## src/logic/ief_pkg.sv

```systemverilog
// constants, encodings and register map of the intermittent earth fault stage
package ief_pkg;
	localparam int          CLK_HZ         = 50_000_000;
	localparam int          TICK_MS        = 5;
	localparam int          TICK_CYC       = CLK_HZ / 1000 * TICK_MS;
	localparam logic [15:0] FWD_HOLD_RST   = 16'h003C;
	localparam logic [15:0] REV_HOLD_RST   = 16'h003C;
	localparam logic [15:0] OPER_DELAY_RST = 16'h0064;
	localparam logic [7:0]  SPIKE_TRIP_RST = 8'h02;
	localparam logic [15:0] VTHR_RST       = 16'h1F40;
	localparam logic [15:0] ITHR_RST       = 16'h0032;
	localparam logic [1:0]  CHAN_A         = 2'h1;
	localparam logic [1:0]  CHAN_B         = 2'h2;
	localparam logic [7:0]  A_CTRL         = 8'h00;
	localparam logic [7:0]  A_VTHR         = 8'h04;
	localparam logic [7:0]  A_ITHR         = 8'h08;
	localparam logic [7:0]  A_FWDHOLD      = 8'h0C;
	localparam logic [7:0]  A_REVHOLD      = 8'h10;
	localparam logic [7:0]  A_OPDELAY      = 8'h14;
	localparam logic [7:0]  A_SPIKES       = 8'h18;
	localparam logic [7:0]  A_STATUS       = 8'h1C;
	localparam logic [7:0]  A_REMAIN       = 8'h20;
	localparam logic [7:0]  A_SPKLEFT      = 8'h24;
	localparam logic [7:0]  A_EXPECT       = 8'h28;
	localparam logic [7:0]  A_COUNTS       = 8'h2C;
	localparam int          CTRL_CHAN      = 0;
	localparam int          CTRL_FORCE     = 4;
	localparam int          CTRL_FEN       = 8;
	localparam int          CTRL_VCHAN     = 12;
	typedef enum logic [2:0] {
		FORCE_NORMAL = 3'h0,
		FORCE_BLOCK  = 3'h1,
		FORCE_FWD    = 3'h2,
		FORCE_REV    = 3'h3,
		FORCE_TRIP   = 3'h4
	} force_t;
	typedef enum logic [2:0] {
		COND_NORMAL = 3'h0,
		COND_FWD    = 3'h1,
		COND_REV    = 3'h2,
		COND_TRIP   = 3'h3,
		COND_BLOCK  = 3'h4
	} cond_t;
endpackage : ief_pkg

```

## src/logic/intermittent_fault_stage.sv

```systemverilog
// intermittent earth fault stage: spike detection, hold timers, trip logic
// Summary of operation
// - residual current taken from input a (code 1, default) or b (code 2)
// - voltage and current kept in circular sample buffers, evaluated every 5 ms
// - force setting overrides outputs while global and local forcing enabled
// - buffer maxima compared continuously with voltage and current spike thresholds
// - start only when unblocked and both thresholds exceeded
// - blocking input sampled at start of each program cycle
// - unblocked pick-up asserts start and runs operating timers
// - blocked pick-up asserts blocked, no further processing
// - blocking during start drops start like pick-up release
// - blocked output activation (blocked pick-up) raises a display event and a blocking event
// - forward hold timer restarts on forward spikes, drops forward start on expiry
// - reverse hold timer restarts on reverse spikes, drops reverse start on expiry
// - operating timer runs while forward hold runs and start on
// - trip needs forward spikes above trip_spike_count, else release on hold expiry
// - definite time trip after set delay while pick-up active
// - condition indicator: 0 normal, 1 forward, 2 reverse, 3 trip, 4 blocked
// - voltage channel indicator: 0 none, 1 first, 2 second
// - time remaining to trip reported in 5 ms steps
// - 32-bit count of spikes still needed before trip
// - expected operating time reported in 5 ms steps
// - admittance delta is current difference over voltage difference
// - negative admittance delta is a forward spike
// - on/off events for forward, reverse, trip and blocked; detection changes come with a start change and are never reported
module intermittent_fault_stage
	import ief_pkg::*;
#(
	parameter int SW    = 16,
	parameter int DEPTH = 8,
	parameter int TICKS = TICK_CYC
) (
	input  wire logic          ref_clk,
	input  wire logic          rst,
	input  wire logic          sampleValid,
	input  wire logic [SW-1:0] residualVoltage,
	input  wire logic [SW-1:0] residual_current_input_a,
	input  wire logic [SW-1:0] residual_current_input_b,
	input  wire logic          blockIn,
	input  wire logic          stageForceEnable,
	input  wire logic [7:0]    regAddr,
	input  wire logic [31:0]   regWdata,
	input  wire logic          regWrite,
	input  wire logic          regRead,
	output logic      [31:0]   regRdata,
	output logic               forward_start,
	output logic               reverse_start,
	output logic               tripOut,
	output logic               blockedOut,
	output logic               faultDetected,
	output logic               eventOn,
	output logic               eventOff,
	output logic      [2:0]    eventSource,
	output logic               blockEvent,
	output logic               displayEvent
);
	// synchronised asynchronous pins
	logic [1:0] blkSync, fenSync;
	always_ff @(posedge ref_clk) begin
		blkSync <= {blkSync[0], blockIn};
		fenSync <= {fenSync[0], stageForceEnable};
	end

	// settings
	logic [1:0]  chanSel;
	logic [1:0]  voltChan;
	force_t      forceSel;
	logic        forceLocal;
	logic [15:0] voltage_spike_threshold, current_spike_threshold;
	logic [15:0] forward_hold_time, reverse_hold_time, definite_time_delay;
	logic [7:0]  trip_spike_count;
	always_ff @(posedge ref_clk) begin
		if (rst) begin
			chanSel                 <= CHAN_A;
			voltChan                <= 2'h1;
			forceSel                <= FORCE_NORMAL;
			forceLocal              <= 1'b0;
			voltage_spike_threshold <= VTHR_RST;
			current_spike_threshold <= ITHR_RST;
			forward_hold_time       <= FWD_HOLD_RST;
			reverse_hold_time       <= REV_HOLD_RST;
			definite_time_delay     <= OPER_DELAY_RST;
			trip_spike_count        <= SPIKE_TRIP_RST;
		end else if (regWrite) begin
			unique case (regAddr)
				A_CTRL: begin
					if (regWdata[CTRL_CHAN+:2] == CHAN_A || regWdata[CTRL_CHAN+:2] == CHAN_B)
						chanSel <= regWdata[CTRL_CHAN+:2];
					if (regWdata[CTRL_FORCE+:3] <= 3'h4)
						forceSel <= force_t'(regWdata[CTRL_FORCE+:3]);
					forceLocal <= regWdata[CTRL_FEN];
					if (regWdata[CTRL_VCHAN+:2] != 2'h3)
						voltChan <= regWdata[CTRL_VCHAN+:2];
				end
				A_VTHR:    voltage_spike_threshold <= regWdata[15:0];
				A_ITHR:    current_spike_threshold <= regWdata[15:0];
				A_FWDHOLD: forward_hold_time <= regWdata[15:0];
				A_REVHOLD: reverse_hold_time <= regWdata[15:0];
				A_OPDELAY: definite_time_delay <= regWdata[15:0];
				A_SPIKES:  trip_spike_count <= regWdata[7:0];
				default: ;
			endcase
		end
	end

	// program cycle tick, 5 ms
	logic [$clog2(TICKS)-1:0] tickCnt;
	logic                     tick;
	assign tick = (tickCnt == '0);
	always_ff @(posedge ref_clk) begin
		if (rst || tick)
			tickCnt <= $clog2(TICKS)'(TICKS - 1);
		else
			tickCnt <= tickCnt - 1'b1;
	end

	// circular sample buffers
	logic [SW-1:0] uBuf [DEPTH];
	logic [SW-1:0] iBuf [DEPTH];
	logic [$clog2(DEPTH)-1:0] wrPtr;
	logic [SW-1:0] curSample;
	assign curSample = (chanSel == CHAN_B) ? residual_current_input_b
	                                       : residual_current_input_a;
	always_ff @(posedge ref_clk) begin
		if (rst)
			wrPtr <= '0;
		else if (sampleValid) begin
			uBuf[wrPtr] <= residualVoltage;
			iBuf[wrPtr] <= curSample;
			wrPtr       <= wrPtr + 1'b1;
		end
	end

	// buffer maxima and signed deltas between newest and previous sample
	logic [SW-1:0] uMax, iMax;
	always_comb begin
		uMax = '0;
		iMax = '0;
		for (int k = 0; k < DEPTH; k++) begin
			if (uBuf[k] > uMax) uMax = uBuf[k];
			if (iBuf[k] > iMax) iMax = iBuf[k];
		end
	end
	logic [$clog2(DEPTH)-1:0] newPtr, oldPtr;
	assign newPtr = wrPtr - 1'b1;
	assign oldPtr = wrPtr - 2'h2;
	logic signed [SW:0] dU, dI;
	assign dU = $signed({1'b0, uBuf[newPtr]}) - $signed({1'b0, uBuf[oldPtr]});
	assign dI = $signed({1'b0, iBuf[newPtr]}) - $signed({1'b0, iBuf[oldPtr]});
	logic pickUp, fwdSpike, revSpike;
	// sign of dI/dU without a divider: negative when signs differ
	assign pickUp   = (uMax > voltage_spike_threshold) &&
	                  (iMax > current_spike_threshold) && (dU != '0);
	assign fwdSpike = tick && pickUp && (dI[SW] ^ dU[SW]) && (dI != '0);
	assign revSpike = tick && pickUp && !(dI[SW] ^ dU[SW]) && (dI != '0);

	// block check once per program cycle
	logic blocked;
	always_ff @(posedge ref_clk) begin
		if (rst)
			blocked <= 1'b0;
		else if (tick)
			blocked <= blkSync[1];
	end

	// hold timers, operating timer, spike counters
	logic [15:0] fwdHold, revHold, operCnt;
	logic        fwdRun, revRun, tripped, blkState;
	logic [31:0] fwdSpikes, revSpikes;
	always_ff @(posedge ref_clk) begin
		if (rst || blocked) begin
			fwdRun  <= 1'b0;
			revRun  <= 1'b0;
			fwdHold <= '0;
			revHold <= '0;
			operCnt <= '0;
			tripped <= 1'b0;
			fwdSpikes <= '0;
			revSpikes <= '0;
		end else if (tick) begin
			if (fwdSpike) begin
				fwdRun    <= 1'b1;
				fwdHold   <= forward_hold_time;
				fwdSpikes <= fwdSpikes + 1'b1;
			end else if (fwdRun && fwdHold <= 16'h0001) begin
				fwdRun    <= 1'b0;
				operCnt   <= '0;
				tripped   <= 1'b0;
				fwdSpikes <= '0;
			end else if (fwdRun)
				fwdHold <= fwdHold - 1'b1;
			if (revSpike) begin
				revRun    <= 1'b1;
				revHold   <= reverse_hold_time;
				revSpikes <= revSpikes + 1'b1;
			end else if (revRun && revHold <= 16'h0001) begin
				revRun    <= 1'b0;
				revSpikes <= '0;
			end else if (revRun)
				revHold <= revHold - 1'b1;
			if ((fwdRun || fwdSpike) && !tripped && operCnt < definite_time_delay)
				operCnt <= operCnt + 1'b1;
			if (fwdRun && operCnt >= definite_time_delay &&
			    fwdSpikes > 32'(trip_spike_count))
				tripped <= 1'b1;
		end
	end
	always_ff @(posedge ref_clk) begin
		if (rst)
			blkState <= 1'b0;
		else
			blkState <= blocked && (pickUp || blkState);
	end

	// forced or live outputs
	logic forcing;
	logic next_fwd, next_rev, next_trip, next_blk;
	assign forcing = fenSync[1] && forceLocal;
	always_comb begin
		next_fwd  = fwdRun;
		next_rev  = revRun;
		next_trip = tripped;
		next_blk  = blkState;
		if (forcing) begin
			next_fwd  = (forceSel == FORCE_FWD);
			next_rev  = (forceSel == FORCE_REV);
			next_trip = (forceSel == FORCE_TRIP);
			next_blk  = (forceSel == FORCE_BLOCK);
		end
	end
	logic [4:0] prevOut, curOut;
	assign curOut = {next_blk, next_trip, next_rev, next_fwd, next_fwd | next_rev};
	always_ff @(posedge ref_clk) begin
		if (rst) begin
			forward_start <= 1'b0;
			reverse_start <= 1'b0;
			tripOut       <= 1'b0;
			blockedOut    <= 1'b0;
			faultDetected <= 1'b0;
			prevOut       <= '0;
		end else begin
			forward_start <= next_fwd;
			reverse_start <= next_rev;
			tripOut       <= next_trip;
			blockedOut    <= next_blk;
			faultDetected <= curOut[0];
			prevOut       <= curOut;
		end
	end

	// events: one per cycle, the highest changed output index is reported
	logic [4:0] chg;
	assign chg = curOut ^ prevOut;
	always_ff @(posedge ref_clk) begin
		if (rst) begin
			eventOn      <= 1'b0;
			eventOff     <= 1'b0;
			eventSource  <= 3'h0;
			blockEvent   <= 1'b0;
			displayEvent <= 1'b0;
		end else begin
			eventOn      <= 1'b0;
			eventOff     <= 1'b0;
			eventSource  <= 3'h0;
			for (int k = 0; k <= 4; k++) begin
				if (chg[k]) begin
					eventOn     <= curOut[k];
					eventOff    <= !curOut[k];
					eventSource <= 3'(k);
				end
			end
			blockEvent   <= chg[4] && curOut[4];
			displayEvent <= chg[4] && curOut[4];
		end
	end

	// read-only values
	cond_t       cond;
	logic [15:0] remain;
	logic [31:0] spkLeft;
	always_comb begin
		if (next_blk)       cond = COND_BLOCK;
		else if (next_trip) cond = COND_TRIP;
		else if (next_fwd)  cond = COND_FWD;
		else if (next_rev)  cond = COND_REV;
		else                cond = COND_NORMAL;
	end
	assign remain  = (fwdRun && operCnt < definite_time_delay) ?
	                 definite_time_delay - operCnt : '0;
	assign spkLeft = (fwdSpikes > 32'(trip_spike_count)) ? '0 :
	                 32'(trip_spike_count) + 32'h1 - fwdSpikes;
	always_ff @(posedge ref_clk) begin
		if (rst)
			regRdata <= '0;
		else if (regRead) begin
			unique case (regAddr)
				A_CTRL:    regRdata <= {18'h0, voltChan, 3'h0, forceLocal, 1'b0,
				                        forceSel, 2'h0, chanSel};
				A_VTHR:    regRdata <= {16'h0, voltage_spike_threshold};
				A_ITHR:    regRdata <= {16'h0, current_spike_threshold};
				A_FWDHOLD: regRdata <= {16'h0, forward_hold_time};
				A_REVHOLD: regRdata <= {16'h0, reverse_hold_time};
				A_OPDELAY: regRdata <= {16'h0, definite_time_delay};
				A_SPIKES:  regRdata <= {24'h0, trip_spike_count};
				A_STATUS:  regRdata <= {26'h0, voltChan, 1'b0, cond};
				A_REMAIN:  regRdata <= {16'h0, remain};
				A_SPKLEFT: regRdata <= spkLeft;
				A_EXPECT:  regRdata <= {16'h0, definite_time_delay};
				A_COUNTS:  regRdata <= {fwdSpikes[15:0], revSpikes[15:0]};
				default:   regRdata <= '0;
			endcase
		end else
			regRdata <= '0;
	end

	a_fwd_expiry: assert property (@(posedge ref_clk) disable iff (rst)
		tick && !blocked && fwdRun && !fwdSpike && fwdHold <= 16'h0001 |=> !fwdRun)
		else $error("forward hold did not expire");
	a_rev_expiry: assert property (@(posedge ref_clk) disable iff (rst)
		tick && !blocked && revRun && !revSpike && revHold <= 16'h0001 |=> !revRun)
		else $error("reverse hold did not expire");
	a_block_drop: assert property (@(posedge ref_clk) disable iff (rst)
		blocked |=> !fwdRun && !revRun)
		else $error("start survived blocking");
	a_trip_count: assert property (@(posedge ref_clk) disable iff (rst)
		$rose(tripped) |-> $past(fwdSpikes) > 32'($past(trip_spike_count)))
		else $error("trip without enough spikes");
	a_block_sample: assert property (@(posedge ref_clk) disable iff (rst)
		!tick |=> $stable(blocked))
		else $error("block sampled outside tick");
	a_force_trip: assert property (@(posedge ref_clk) disable iff (rst)
		forcing && forceSel == FORCE_TRIP |=> tripOut && !forward_start)
		else $error("forced trip not applied");
	a_cond_trip: assert property (@(posedge ref_clk) disable iff (rst)
		next_trip && !next_blk |-> cond == COND_TRIP)
		else $error("condition code wrong");
	a_block_event: assert property (@(posedge ref_clk) disable iff (rst)
		$rose(blockedOut) |-> blockEvent && displayEvent)
		else $error("blocking event missing");
	c_fwd_start:  cover property (@(posedge ref_clk) $rose(forward_start));
	c_trip:       cover property (@(posedge ref_clk) $rose(tripOut));
	c_blocked:    cover property (@(posedge ref_clk) $rose(blockedOut));
endmodule : intermittent_fault_stage

```

## config.mk

```make
export PLATFORM = sky130hd
export DESIGN_NAME = intermittent_fault_stage
export DESIGN_NICKNAME = d
export VERILOG_FILES = /design/src/logic/ief_pkg.sv /design/src/logic/intermittent_fault_stage.sv
export SDC_FILE = /design/constraint.sdc
export NUM_CORES = 2
export LEC_CHECK = 0
export ABC_AREA = 1
export ABC_CLOCK_PERIOD_IN_PS = 26100
export CAP_MARGIN = 20
export CELL_PAD_IN_SITES_DETAIL_PLACEMENT = 1
export CELL_PAD_IN_SITES_GLOBAL_PLACEMENT = 1
export CORE_ASPECT_RATIO = 2
export CORE_MARGIN = 2
export CORE_UTILIZATION = 52
export CTS_CLUSTER_DIAMETER = 40
export DETAILED_ROUTE_END_ITERATION = 6
export DONT_BUFFER_PORTS = 1
export HOLD_SLACK_MARGIN = 0.02
export PLACE_DENSITY_LB_ADDON = 0.1
export SYNTH_ARGS = -nofsm -noshare
export SYNTH_HDL_FRONTEND = slang
export SYNTH_SLANG_ARGS = --single-unit
```

## constraint.sdc

```tcl
create_clock -name ref_clk -period 26.1 [get_ports ref_clk]
set_input_delay 5.22 -clock ref_clk [delete_from_list [all_inputs] [get_ports ref_clk]]
set_output_delay 5.22 -clock ref_clk [all_outputs]
set_load 0.05 [all_outputs]
```

Word level (Yosys, flattened, before mapping)
Memory sizes are Yosys's and may differ from the RTL's. Index checks and enable logic that the tools add are counted. Widths: inputs -> output; s select.

Register bits: 286. Bits in latches: 0. Memory bits (writable): 256. Bits in read-only memories: 0. Output and inout port bits: 44. Logic and storage cells: 225. Memories kept: 2.

Add/subtract/negate cells: 14. $mul: 0. Div/mod/pow operators: 0. $lt $le $gt $ge: 24. Equal/unequal tests: 23. Shift operators: 0. Multiplexer cells: 64. Bitwise operators: 4. Reduce and logical (&&, ||, !) cells: 58.

Memory list: iBuf (words 8, width 16, rd ports 10, clocked after memory_dff 0, wr ports 1, line intermittent_fault_stage.sv:119) `logic [SW-1:0] iBuf [DEPTH];`; uBuf (words 8, width 16, rd ports 10, clocked after memory_dff 0, wr ports 1, line intermittent_fault_stage.sv:118) `logic [SW-1:0] uBuf [DEPTH];`.

Operators with widths (number): $mux 16 (27); $pmux 32 s11 (1); $gt 16x16->1 (16); $mux 32 (5); $add 32x1->32 const B (2); $reduce_bool 17->1 (2); $sub 16x16->17 (2); $eq 8x5->1 const B (4); $eq 8x6->1 const B (4); $gt 16x1->1 const B (2); $gt 32x8->1 (1); $le 16x1->1 const B (2); $sub 16x1->16 const B (2); $sub 9x32->32 (1); $mux 1 (24); $reduce_and 3->1 (7); $logic_not 18->1 (1); $reduce_and 2->1 (9); $sub 18x1->18 const B (1); $logic_and 1x1->1 (17); $add 16x1->16 const B (1); $eq 8x4->1 const B (2); $ge 16x16->1 (1); $lt 16x16->1 (1); 25 further kinds (52).

Depth between registers and ports, before layout
An unclocked memory read counts as a cell.

Word-level depth: 28. Gate-level depth with buffers: 115.

Worst setup path after synthesis
OpenSTA, ideal clock, no wires.

Path kind: flip-flop to flip-flop. From: memory uBuf[1][15]. To: register fwdHold[15]. Library setup time: 0.071 ns. Data arrival time: 14.170 ns. Required time: 26.029 ns. Path slack: 11.859 ns. Stages on the path, launching flop included: 84. Path buffers: 9. Path through: edfxtp_1 ha_1 nand2_1 nor3_2 nand4_2 nand2_2 clkbuf_1 clkbuf_1 o21ai_0 ha_1 nand2_1 nor3_1 and3_1 nand4_1 nand2_2 clkbuf_1 clkbuf_1 o21ai_0 (+48 left out) nand2_1 ha_1 nand2_1 nor2_1 a211oi_1 o21ai_0 nand3_1 a311oi_1 nand2_2 inv_2 nand2_1 nor3_1 inv_1 o21ai_0 nand2_1 inv_1 o211ai_1 a21oi_1.

RTL lines: start: declaration (line intermittent_fault_stage.sv:118); end signal: assignment (line intermittent_fault_stage.sv:183) `fwdHold <= forward_hold_time;`; end signal: assignment (line intermittent_fault_stage.sv:191) `fwdHold <= fwdHold - 1'b1;`; end: declaration (line intermittent_fault_stage.sv:167) `logic [15:0] fwdHold, revHold, operCnt;`.

==> flow_summary.yaml <==
placed_design:
  place_area_um2: 36570
  post-dp-hpwl_um: 101600
  placed_cells: 5496
  routabilityCongestion: 1.034
  portBuffers: 0
synth:
  synth_edf_count: 256
  yosys.area.top_type_share: 0.2142
  synth_xor_area_frac: 0.02193
  synth_mux_area_frac: 0.005021
  synth_cells: 4765
  synth_top_cell_by_area: "edfxtp_1"
  ys_ff_latch: 521
  synth_commonest_cells: "872 x nand2_1, 533 x o21ai_0, 506 x inv_1"
  synthSimpleGateAreaFrac: 0.2167
  ys_types: 67
  syn_area_um2: 35880
  synth_compound_gate_area_share: 0.2012
  synth_area_leaders: "edfxtp_1 21%, dfxtp_1 15%, ha_1 11%, nand2_1 9.1%, o21ai_0 7.4%"
  synth_ff_type: "dfxtp_1"
  async_flop_share: 0
  synth_top_family_by_area: "simple AND/OR/NAND/NOR gates"
  synth_seq_area_share: 0.3621
  synth_fa_ha_area_frac: 0.1157
  avgSynthCellArea_um2: 7.530
  synth_nets: 5190
  synthMostInstantiatedCell: "nand2_1"
  yosys_warnings: 0
cts:
  clk_latency_ns: 0.67
  ctsResizeCount: 0
  ctsHoldBuffers: 0
  cts_num_sinks: 521
  path_clk_slew_ns: 0.06
  post_cts_buffers: 0
  root_buffer: "clkbuf_16"
  cts_max_path_buffers: 3
  cts_tree: "yes"
  cts_made_buffers: 66
  htreeDepth: 3
min_path:
  worstHoldPathType: "reg2reg"
floorplanning:
  die-width_um: 189.7
  rows: 136
  start_util: 0.5232
  die-area_um2: 71250
  die_y_um: 375.5
  coreArea_um2: 68580
  pin_count: 139
timing:
  fmax_ghz: 0.04786
  fin_worst_hold_slack_ns: 0.3397
  setup_viol: 0
  finalHoldViolations: 0
  max_slew_margin: 0.2551
  worstMarginPinSlew_ns: 1.117
  min_period_ns: 20.89
  rsz0062_at_grt: "false"
  setup_tns_ns: 0
  finalClockSkew_ns: 0.02102
  final.period_utilization: 0.8005
  slew_violations: 0
detailed_routing:
  wl_met3_um: 7842
  num_vias: 34250
  met1_length_um: 45460
  met2_length_um: 68020
  ant_nets: 0
  drt-total-wl_um: 134900
  maxUsedRoutingLayer: "met5"
  drt_iter0_drc: 1572
  drt_first_pass_iters: 7
  drc: 0
  routedWlPerCell_um: 23.97
  viasPerCell: 6.086
pwr:
  p_sw_w: 0.001035
  p_sw_frac: 0.3762
  vdd_drop_max_mv: 0.06758
  p_int_w: 0.001716
  seq_power_share: 0.316
  p_leak_nw: 16.15
  power_w: 0.002751
  clkPwrFrac: 0.355
  pwr-share-comb: 0.329
  p_per_area_nw_per_um2: 70.55
finish:
  finalNonFillerCells: 5628
  drive_gt1_frac: 0.05862
  fin_area_um2: 38990
  fin_nets: 5100
  syn2layout_area_growth_pct: 8.665
setup_path:
  cp-end-kind: "register"
  crit_fanout: 32
  crit_type: "reg2reg"
  crit_path_max_incr_delay_ns: 0.90
  cp-start-kind: "register"
  critPathSlowestCell: "o21ai_2"
  arrival_ns: 21.51
  required_ns: 26.71
  crit_top_cell: "nand2_1"
grt:
  antenna_found_initial: 12
  grt_pass1_vias: 36590
  overflow: 0
  grt_max_degree: 116
  grt_pass1_wl_um: 207400
  grt_use_total: 0.3834
job:
  max-cap-violations: 0
run_status:
  status: "finished, final reports clean"
[kinds of logic (layout without fill, tap and decap cells)]
| logic type | after synthesis | in the layout |
|---|---|---|
| multiplexers | 16 | 16 |
| XOR/XNOR | 89 | 89 |
| flip-flops | 521 | 521 |
| AO/OA/AOI/OAI | 1299 | 1299 |
| adder cells (fa/ha/maj) | 330 | 330 |
| buffers and inverters | 723 | 683 |
| other | 0 | 6 |
| AND/OR/NAND/NOR | 1787 | 1787 |
[cell usage in the layout (no fill, tap or decap), types with 12 or more instances in the layout]
cell type | Yosys | final
clkbuf_16 | 0 | 66
ha_1 | 327 | 326
o22ai_1 | 24 | 24
nand2_1 | 872 | 872
dfxtp_1 | 265 | 263
o21bai_1 | 25 | 25
a221oi_1 | 15 | 15
nor2_1 | 362 | 354
clkinv_1 | 9 | 12
buf_4 | 7 | 37
nand3b_1 | 15 | 15
nor3_1 | 46 | 46
a211oi_1 | 29 | 29
inv_6 | 0 | 14
xnor2_1 | 30 | 29
o21ai_0 | 533 | 533
a21oi_1 | 489 | 489
o221ai_1 | 12 | 12
inv_1 | 506 | 504
mux2_2 | 16 | 16
or2_2 | 12 | 12
xor2_1 | 58 | 58
and2_1 | 30 | 30
nand3_1 | 294 | 294
nand4_1 | 57 | 57
nand2_2 | 32 | 32
o211ai_1 | 79 | 79
edfxtp_1 | 256 | 256
a31oi_1 | 35 | 35
nor4_1 | 28 | 27
[sequential cells by signal, indices dropped and copies added, names as in the netlist, 2 cells and up]
signal                   cells
operCnt                     16
wrPtr                        3
iBuf                       128
fwdSpikes                   32
trip_spike_count             8
forward_hold_time           16
fwdHold                     16
uBuf                       128
voltChan                     2
definite_time_delay         16
fenSync                      2
regRdata                    32
revHold                     16
revSpikes                   16
chanSel                      2
tickCnt                     18
blkSync                      2
eventSource                  3
current_spike_threshold     16
voltage_spike_threshold     16
reverse_hold_time           16
prevOut                      4
forceSel                     3
[area by class of cell]
cell class,count,area (um^2)
fillers,8581,29590
multi-input cells,3521,20230
flip-flops and latches,521,13000
inverters,521,1961
clock buffers,72,1684
well taps,897,1122
clock inverters,46,563.0
repair buffers,44,415.4
diodes,6,15.01
[metrics by stage]
stage               setup slack (ns)    util
floorplan                      11.86       -
global placement               5.585  0.5332
detailed placement             5.385  0.5333
CTS                            5.248  0.5661
global route                   3.837  0.5683
finish                         5.208  0.5686
[critical path, delay by kind of cell (launching register included)]
kind	cells	cell delay [ns]
fa+ha+maj	8	2.65
flops	1	0.43
simple gates	40	10.90
buf+inv	13	2.53
compound gates	16	4.20
[power by group through the flow]
stage          clock network, W  registers (W)  logic, W
3_3_place_gp                  0       0.000887  0.000848
4_1_cts                0.000984       0.000870  0.000897
3_5_place_dp                  0       0.000888  0.000887
2_1_floorplan                 0       0.000885  0.000626
6_report               0.000976       0.000870  0.000905
5_1_grt                 0.00101       0.000870   0.00101
[final timing paths]
path	depth (start not counted)	slack, ns	end	startpoint
worst min register to register	0	0.34	blkSync[1]	blkSync[0]
worst max-delay path	77	5.21	revSpikes[0]	uBuf[1][11]
worst max register to register	77	5.21	revSpikes[0]	uBuf[1][11]
worst min-delay path	0	0.34	blkSync[1]	blkSync[0]
[routing by layer]
| layer | track usage | vias up |
|---|---|---|
| met5 | 0 | - |
| met4 | 0.3371 | 10 |
| met3 | 0.1093 | 509 |
| met2 | 0.6750 | 958 |
| met1 | 0.3585 | 16500 |
| li1 | - | 16280 |
Note: power is estimated with default switching activity, not from simulation.
